File: config.mk
export PLATFORM = sky130hd
export DESIGN_NAME = page_video_seq
export DESIGN_NICKNAME = d
export VERILOG_FILES = /design/src/inc/video_seq_pkg.sv /design/src/hdl/page_video_seq.sv
export SDC_FILE = /design/constraint.sdc
export NUM_CORES = 1
export LEC_CHECK = 0
export BUFFER_PORTS_ARGS = -buffer_cell sky130_fd_sc_hd__buf_4
export CORE_MARGIN = 2
export CORE_UTILIZATION = 36
export DETAILED_ROUTE_END_ITERATION = 12
export GPL_TIMING_DRIVEN = 0
export PLACE_DENSITY_LB_ADDON = 0.25
export SLEW_MARGIN = 20
export SYNTH_ARGS = -nofsm -noshare
export SYNTH_HDL_FRONTEND = slang
export SYNTH_SLANG_ARGS = --single-unit
export TNS_END_PERCENT = 100
File: constraint.sdc
create_clock -name clk -period 2.32 [get_ports clk]
set_clock_uncertainty 0.1 [all_clocks]
set_input_delay 0.116 -clock clk [delete_from_list [all_inputs] [get_ports clk]]
set_output_delay 0.116 -clock clk [all_outputs]
set_load 0.02 [all_outputs]
File: src/inc/video_seq_pkg.sv
/*
 * Constants for the page video sequencer: colour plane codes, default
 * line timing and page length.
 * Assumes nothing beyond a SystemVerilog compiler.
 */
`default_nettype none

package video_seq_pkg;

  // ==========================================================================
  // colour planes, in the order they go onto the sheet
  localparam logic [1:0] PLANE_YELLOW  = 2'h0;
  localparam logic [1:0] PLANE_CYAN    = 2'h1;
  localparam logic [1:0] PLANE_MAGENTA = 2'h2;
  localparam logic [1:0] PLANE_BLACK   = 2'h3;
  localparam int         NUM_PLANES    = 4;

  // ==========================================================================
  // default timing, in clock cycles or lines
  localparam int LINE_CYCLES_DEF = 64;
  localparam int SPIN_LINES_DEF  = 8;
  localparam int PAGE_LINES_DEF  = 16;
  localparam int CNT_W           = 16;

  localparam logic [CNT_W-1:0] CNT_ZERO = 16'h0000;
  localparam logic [CNT_W-1:0] CNT_ONE  = 16'h0001;

endpackage

`default_nettype wire

File: src/hdl/page_video_seq.sv
/*
 * Page-level sequencer facing the image formatter: ready report, print
 * command intake, scanner start, horizontal and vertical sync, and
 * per-colour laser gating from video data.
 * Assumes all inputs synchronous to clk; the formatter pulses the print
 * command for one cycle and drives video aligned to line sync.
 * Only one further command is held during a page; the ready output drops
 * while it waits, so a third command is refused rather than lost.
 * Line sync runs from spin-up to page end, so the formatter can count
 * lines before the page sync arrives.
 * Each plane is exposed for PAGE_LINES lines, yellow's first one cut short as it starts at page sync; planes never overlap.
 * A command taken in the cycle a page ends starts the next page itself.
 */
`timescale 1ns/100ps
`default_nettype none

module page_video_seq #(
  parameter int LINE_CYCLES = video_seq_pkg::LINE_CYCLES_DEF,
  parameter int SPIN_LINES  = video_seq_pkg::SPIN_LINES_DEF,
  parameter int PAGE_LINES  = video_seq_pkg::PAGE_LINES_DEF
) (
  // clock and reset
  input  wire logic       clk,
  input  wire logic       sys_rst,
  // engine condition
  input  wire logic       engine_able,
  input  wire logic       page_top_sensor,
  // status/command line
  input  wire logic       status_command_line_print,
  output logic            status_command_line_ready,
  // mechanism control
  output logic            scanner_run,
  output logic            pickup_start,
  // sync to formatter
  output logic            hsync,
  output logic            page_vsync,
  // video and lasers
  input  wire logic [3:0] video_in,
  output logic [3:0]      laser_on,
  output logic [1:0]      active_plane
);

  typedef enum logic [2:0] {
    ST_IDLE,
    ST_SPIN,
    ST_PICKUP,
    ST_EXPOSE
  } state_t;

  // ==========================================================================
  // state and counters
  state_t                             state_q, state_d;
  logic [video_seq_pkg::CNT_W-1:0]    hcnt_q, hcnt_d;
  logic [video_seq_pkg::CNT_W-1:0]    lcnt_q, lcnt_d;
  logic [1:0]                         plane_q, plane_d;
  logic                               pend_q, pend_d;
  logic                               sensor_q;
  logic                               ready_q;
  logic                               scan_q;
  logic                               pick_q;
  logic                               hs_q;
  logic                               vs_q;
  logic [3:0]                         laser_q;

  localparam logic [video_seq_pkg::CNT_W-1:0] LINE_LAST =
    video_seq_pkg::CNT_W'(LINE_CYCLES - 1);
  localparam logic [video_seq_pkg::CNT_W-1:0] SPIN_LAST =
    video_seq_pkg::CNT_W'(SPIN_LINES - 1);
  localparam logic [video_seq_pkg::CNT_W-1:0] PAGE_LAST =
    video_seq_pkg::CNT_W'(PAGE_LINES - 1);
  localparam logic [3:0]                      LASER_OFF = 4'h0;

  // ==========================================================================
  // one-hot laser mask of a colour plane
  function automatic logic [3:0] plane_mask(input logic [1:0] plane);
    plane_mask = 4'h1 << plane;
  endfunction

  // ==========================================================================
  // decode
  wire active     = (state_q != ST_IDLE);
  wire line_end   = active && (hcnt_q == LINE_LAST);
  wire cmd_take   = status_command_line_print && ready_q;
  wire sensor_hit = page_top_sensor && !sensor_q;
  wire spin_done  = (state_q == ST_SPIN) && line_end && (lcnt_q == SPIN_LAST);
  wire plane_done = (state_q == ST_EXPOSE) && line_end && (lcnt_q == PAGE_LAST);
  wire page_done  = plane_done && (plane_q == video_seq_pkg::PLANE_BLACK);

  // ==========================================================================
  // output decode
  wire       ready_d = engine_able && !pend_d;
  wire       scan_d  = (state_d != ST_IDLE);
  wire       pick_d  = (state_d == ST_PICKUP);
  wire       hs_d    = line_end;
  wire       vs_d    = (state_q == ST_PICKUP) && sensor_hit;
  wire [3:0] laser_d = (state_q == ST_EXPOSE) ? (video_in & plane_mask(plane_q)) : LASER_OFF;

  // ==========================================================================
  // next state
  always_comb begin
    state_d = state_q;
    hcnt_d  = line_end ? video_seq_pkg::CNT_ZERO : hcnt_q + video_seq_pkg::CNT_ONE;
    lcnt_d  = line_end ? lcnt_q + video_seq_pkg::CNT_ONE : lcnt_q;
    plane_d = plane_q;
    pend_d  = pend_q;
    if (!active) begin
      hcnt_d = video_seq_pkg::CNT_ZERO;
      lcnt_d = video_seq_pkg::CNT_ZERO;
    end
    if (page_done) begin
      pend_d = 1'b0;
    end
    if (cmd_take && active && !page_done) begin
      pend_d = 1'b1;
    end
    case (state_q)
      ST_IDLE: begin
        if (cmd_take) begin
          state_d = ST_SPIN;
        end
      end
      ST_SPIN: begin
        if (spin_done) begin
          state_d = ST_PICKUP;
        end
      end
      ST_PICKUP: begin
        if (sensor_hit) begin
          state_d = ST_EXPOSE;
          plane_d = video_seq_pkg::PLANE_YELLOW;
          lcnt_d  = video_seq_pkg::CNT_ZERO;
        end
      end
      ST_EXPOSE: begin
        if (plane_done) begin
          lcnt_d = video_seq_pkg::CNT_ZERO;
          plane_d = plane_q + 2'h1;
        end
        if (page_done) begin
          state_d = (pend_q || (cmd_take && active)) ? ST_PICKUP : ST_IDLE;
        end
      end
      default: begin
        state_d = ST_IDLE;
      end
    endcase
  end

  // ==========================================================================
  // registers
  always_ff @(posedge clk) begin
    if (sys_rst) begin
      state_q  <= ST_IDLE;
      hcnt_q   <= video_seq_pkg::CNT_ZERO;
      lcnt_q   <= video_seq_pkg::CNT_ZERO;
      plane_q  <= video_seq_pkg::PLANE_YELLOW;
      pend_q   <= 1'b0;
      sensor_q <= 1'b0;
    end else begin
      state_q  <= state_d;
      hcnt_q   <= hcnt_d;
      lcnt_q   <= lcnt_d;
      plane_q  <= plane_d;
      pend_q   <= pend_d;
      sensor_q <= page_top_sensor;
    end
  end

  // ==========================================================================
  // registered outputs
  always_ff @(posedge clk) begin
    if (sys_rst) begin
      ready_q <= 1'b0;
      scan_q  <= 1'b0;
      pick_q  <= 1'b0;
      hs_q    <= 1'b0;
      vs_q    <= 1'b0;
      laser_q <= 4'h0;
    end else begin
      // ready while able and no page queued
      ready_q <= ready_d;
      // scanner runs whenever a print is in progress
      scan_q  <= scan_d;
      // pickup request while waiting for sheet
      pick_q  <= pick_d;
      hs_q    <= hs_d;
      vs_q    <= vs_d;
      laser_q <= laser_d;
    end
  end

  assign status_command_line_ready = ready_q;
  assign scanner_run               = scan_q;
  assign pickup_start              = pick_q;
  assign hsync                     = hs_q;
  assign page_vsync                = vs_q;
  assign laser_on                  = laser_q;
  assign active_plane              = plane_q;

endmodule

`default_nettype wire

==> results of run 1 <==
==> worst register-to-register path: stages (launching register included) <==
cell and delay (ns):
dfxtp_1 0.31, buf_2 0.18, nor3_2 0.11, or4_1 0.57, or2_1 0.22, clkbuf_2 0.15, or3_1 0.32, a21oi_1 0.14
==> through the flow <==
stage                     cells  power (W)  instance area (um2)  utilization [%]
after global placement      339  0.0008988                 2392            40.89
after floorplan             245  0.0008772                 2156                -
after detailed placement    339  0.0008989                 2392            40.89
final                       357   0.001411                 2616            44.72
after global routing        357   0.001468                 2616            44.72
after CTS                   355   0.001434                 2569            43.91
==> layer usage <==
layer	part of all wire [%]	routed length, um	global-route usage, %	up-vias
met5	0	0	0	-
met4	1.1	48	6.102	0
met3	4.1	180	3.778	4
met2	46	1982	23.11	26
met1	49	2132	17.52	791
li1	-	-	-	928
==> path summary, 6_finish.rpt <==
kind / start / to / slack, ns
hold reg to reg: hcnt_q[0] / hcnt_q[0] / 0.34
setup reg to reg: state_q[2] / lcnt_q[15] / 0.15
setup / recovery: state_q[2] / lcnt_q[15] / 0.15
hold / removal: sys_rst / hcnt_q[1] / 0.08
==> flip-flops by register name (all words and copies together) (netlist names) <==
signal	count
hcnt_q	16
lcnt_q	16
laser_on	4
state_q	3
active_plane	2
hsync	1
page_vsync	1
pend_q	1
pickup_start	1
scanner_run	1
sensor_q	1
status_command_line_ready	1
==> where the power goes <==
group          total (W)  internal (W)  switching [W]
clock           0.000522      0.000242       0.000280
combinational  0.0000559     0.0000274      0.0000285
sequential      0.000833      0.000829     0.00000367
==> kinds of logic after synthesis <==
logic type	Yosys count	synth area share (%)
simple gates	125	32.15
flops	48	44.57
xor+xnor	24	9.750
compound gates	23	6.094
buf+inv	17	3.250
fa+ha+maj	6	3.482
other cells	1	0.1739
mux	1	0.5223
==> cell type report <==
cell class / count / area (um2)
flip-flops and latches: 48 / 962.2
clock inverters: 2 / 15.01
plain buffers: 4 / 21.27
fillers: 581 / 3234
clock buffers: 6 / 82.58
inverters: 12 / 45.04
multi-input cells: 180 / 1156
well taps: 75 / 93.84
repair buffers: 30 / 240.2
==> cell usage in the layout, fill, tap and decap left out, drive strengths merged, types with 8 or more instances in the layout <==
cell type,n
a21oi,9
buf,26
clkbuf,8
dfxtp,48
inv,12
nand2,15
nand3,9
nand4,11
nor2,37
nor3,8
nor4,13
o21ai,8
xnor2,19
==> repair_timing <==
action	CTS	global route
setup buffers	3	2
endpoints found under the setup margin	26	36
endpoints found under the hold margin	6	0
pin swaps	1	1
hold buffers	6	0
gates resized for setup	0	7
cloned	0	0
==> results_dict.tcl, run 1 <==
set metrics [dict create \
    synth_cells 245 \
    slowest_stage "or4_1" \
    yosys_warnings 0 \
    syn_nets 260 \
    clk_pin_slew_ns 0.10 \
    grt_pass1_wl_um 7272 \
    antenna_found_initial 0 \
    drive_above_1_share_pct 17.02 \
    synth.largest_area_cell "dfxtp_1" \
    path_class "register to register" \
    startpoint_type "register" \
    drc 0 \
    cp_max_fo 9 \
    fin_nets 296 \
    min_delay_path_depth 3 \
    drv_cap 0 \
    globalRouteOverflowTotal 0 \
    dr.first_iter.drc_count 76 \
    gr-usage-all-layers_pct 14.18 \
    cp.depth 7 \
    finalSetupViolCount 0 \
    fp.dieArea_um2 6624 \
    synth_top_area_share_pct 44.57 \
    die_w_um 81.39 \
    area_delta_synth_final_pct 21.36 \
    post-route-period-util_pct 93.69 \
    required_ns 2.45 \
    critPathTopFamily "simple AND/OR/NAND/NOR gates" \
    path_cells "buf_2, nor3_2, or4_1, or2_1, clkbuf_2, or3_1, a21oi_1" \
    period_minus_slack_ns 2.174 \
    hold_violations 0 \
    tns_ns 0 \
    hold_class "input pin to register" \
    diodes 0 \
    grt_max_degree 16 \
    wl_per_cell_um 12.17 \
    start_util_pct 36.85 \
    core_um2 5851 \
    r2r_cells 7 \
    yosys-top-cells-count "dfxtp_1 (48), nor2_1 (37), xnor2_1 (19)" \
    status "complete, no violations" \
    die-height_um 81.39 \
    io_buffers 19 \
    avgSynthCellArea_um2 8.799 \
    ys_seq_area_share_pct 44.57 \
    critPathBufInv 2 \
    ys.flop_type "dfxtp_1" \
    fp-row-count 28 \
    synthTopCellsByArea "dfxtp_1 (45%), xnor2_1 (7.7%), nor2_1 (6.4%)" \
    cts.sinks 48 \
    routed_via_density 4.899 \
    grt_pass1_vias 1648 \
    fin_ws_ns 0.1463 \
    drtAntennaViolNets 0 \
    wirelength_um 4343 \
    vias 1749 \
    netlist_area_um2 2156 \
    leakage_nw 0.8799 \
    cts_buffers 5 \
    synth.most_common_cell "dfxtp_1" \
    cp-end-kind "register" \
    fmax_mhz 460.0 \
    ios 20 \
    synth_edf_count 0 \
    cpPeakStageDelay_ns 0.57 \
    place_ws_ns -0.2205 \
    htree_levels 2 \
    slew_viol_final 0 \
    cellPowerDensity_nw_per_um2 539.1 \
    firstDrtPassIters 4 \
    rsz0062_at_grt "no" \
    cts_root_buf "clkbuf_8" \
    vdd_drop_max_uv 254.1 \
    gp_congestion 0.8372 \
    ys_seq_elements 48 \
    clk_path_buf_depth 2 \
    hpwl_um 3095 \
    synth.distinct_cells 41 \
    ys_async_sr_fraction_pct 0 \
    cts_tree "built" \
    crit_arrival_ns 2.30 \
    worst_skew_pair.late_latency_ns 0.30 \
    whs_ns 0.08148 \
]
(Power assumes the default switching activity.)
==> run 2: changes to the inputs <==
CORE_UTILIZATION = 47   (was 36)
clock period = 1.9 ns   (was 2.32 ns; I/O delays follow)
==> run 2 against run 1 <==
Compared with the run above: die area fell by 22%; sequential share of layout area fell by 4.4 points; critical path depth unchanged; register-to-register slack worse by 0.20 ns; wire length up 20%; the run now ends with negative setup slack left.
==> results_dict.tcl, run 2 (synthesis results as in run 1) <==
set metrics [dict create \
    final_cell_mix "buf_4 (38), dfxtp_1 (29), nor2_1 (26)" \
    grt_pass1_vias 1799 \
    crit_top_cell "buf_4" \
    clk_pin_slew_ns 0.08 \
    io_buffers 19 \
    final_common_cell "buf_4" \
    cp_max_fo 4 \
    firstDrtPassIters 4 \
    finalSetupViolCount 4 \
    path_class "register to register" \
    violations "negative setup slack" \
    grt_pass1_wl_um 8086 \
    area_delta_synth_final_pct 42.72 \
    globalRouteOverflowTotal 0 \
    r2r_cells 7 \
    tns_ns -0.08949 \
    startpoint_type "register" \
    power_w 0.001722 \
    crit_arrival_ns 2.04 \
    vias 1946 \
    cellPowerDensity_nw_per_um2 559.6 \
    whs_ns 0.06343 \
    rsz0062_at_grt "yes" \
    worst_skew_pair.late_latency_ns 0.29 \
    grt_max_degree 14 \
    fp-row-count 24 \
    fmax_mhz 512.1 \
    min_delay_path_depth 3 \
    gr-usage-all-layers_pct 19.66 \
    cp-end-kind "register" \
    diodes 0 \
    clk_path_buf_depth 2 \
    antenna_found_initial 0 \
    start_util_pct 49.17 \
    wirelength_um 5233 \
    slew_viol_final 0 \
    hpwl_um 2970 \
    drive_above_1_share_pct 39.87 \
    cts.sinks 48 \
    leakage_nw 1.095 \
    fp.dieArea_um2 5144 \
    critPathTopFamily "simple AND/OR/NAND/NOR gates" \
    critPathBufInv 2 \
    nFillCells 298 \
    drc 0 \
    status "finished with violations" \
    drtAntennaViolNets 0 \
    post-route-util_pct 70.18 \
    hold_class "input pin to register" \
    ios 20 \
    drv_cap 0 \
    period_minus_slack_ns 1.953 \
    core_um2 4384 \
    cts_root_buf "clkbuf_8" \
    htree_levels 2 \
    cpPeakStageDelay_ns 0.38 \
    path_cells "nor4_4, buf_4, buf_4, nand4_1, nor3_2, o21ai_2, o31a_1" \
    fin_nets 315 \
    hold_violations 0 \
    die-height_um 71.73 \
    routed_via_density 5.513 \
    vdd_drop_max_uv 453.3 \
    wl_per_cell_um 14.82 \
    cts_buffers 5 \
    gp_congestion 0.7900 \
    cts_tree "built" \
    fin_ws_ns -0.05290 \
    place_ws_ns -0.5000 \
    cp.depth 7 \
    dr.first_iter.drc_count 113 \
    die_w_um 71.73 \
    slowest_stage "dfxtp_1" \
    required_ns 1.99 \
    post-route-period-util_pct 102.8 \
]
## run 2: worst paths after layout
path | start | endpoint | slack, ns
max reg2reg | lcnt_q[12] | scanner_run | -0.05
max | lcnt_q[12] | scanner_run | -0.05
min reg2reg | hcnt_q[13] | hcnt_q[13] | 0.42
min | sys_rst | hcnt_q[1] | 0.06
## run 2: tightest hold or removal path, cell delays in order
cell,delay [ns]
buf_4,0.08
nor2_1,0.07
and3_1,0.17
## run 2: final cells by class
class,count,area [um2],area share (%)
Multi-Input combinational cell,180,1441,46.85
Sequential cell,48,994.7,32.33
Timing Repair Buffer,49,405.4,13.18
Clock buffer,8,90.09,2.928
Tap cell,52,65.06,2.115
Inverter,12,45.04,1.464
Buffer,4,35.03,1.139
## run 2: power breakdown
part / switching, W / total (W) / internal [W] / leakage [nW]
Sequential: 0.00000511 / 0.00101 / 0.00101 / 0.399
Combinational: 0.0000475 / 0.000101 / 0.0000537 / 0.651
Clock: 0.000312 / 0.000609 / 0.000297 / 0.0455
## run 2: metrics by stage
| step | cells | cell area (um2) |
|---|---|---|
| 6_report | 353 | 3077 |
| 5_1_grt | 353 | 3077 |
| 4_1_cts | 347 | 2794 |
| 3_5_place_dp | 316 | 2432 |
| 3_3_place_gp | 316 | 2432 |
| 2_1_floorplan | 245 | 2225 |
## run 2: what timing repair did
action / 4_1_cts / 5_1_grt
endpoints found under the hold margin: 6 / 0
gates cloned: 1 / 0
gates resized for setup: 26 / 53
endpoints found under the setup margin: 38 / 35
buffers inserted: 17 / 6
hold buffers: 6 / 0
pin swaps: 9 / 22
## run 2: routing by layer
layer	track usage [%]	vias up	part of all wire [%]
met5	0	-	0
li1	-	958	-
met4	7.757	0	1.0
met2	30.76	42	51
met3	4.923	6	4.3
met1	26.10	940	44
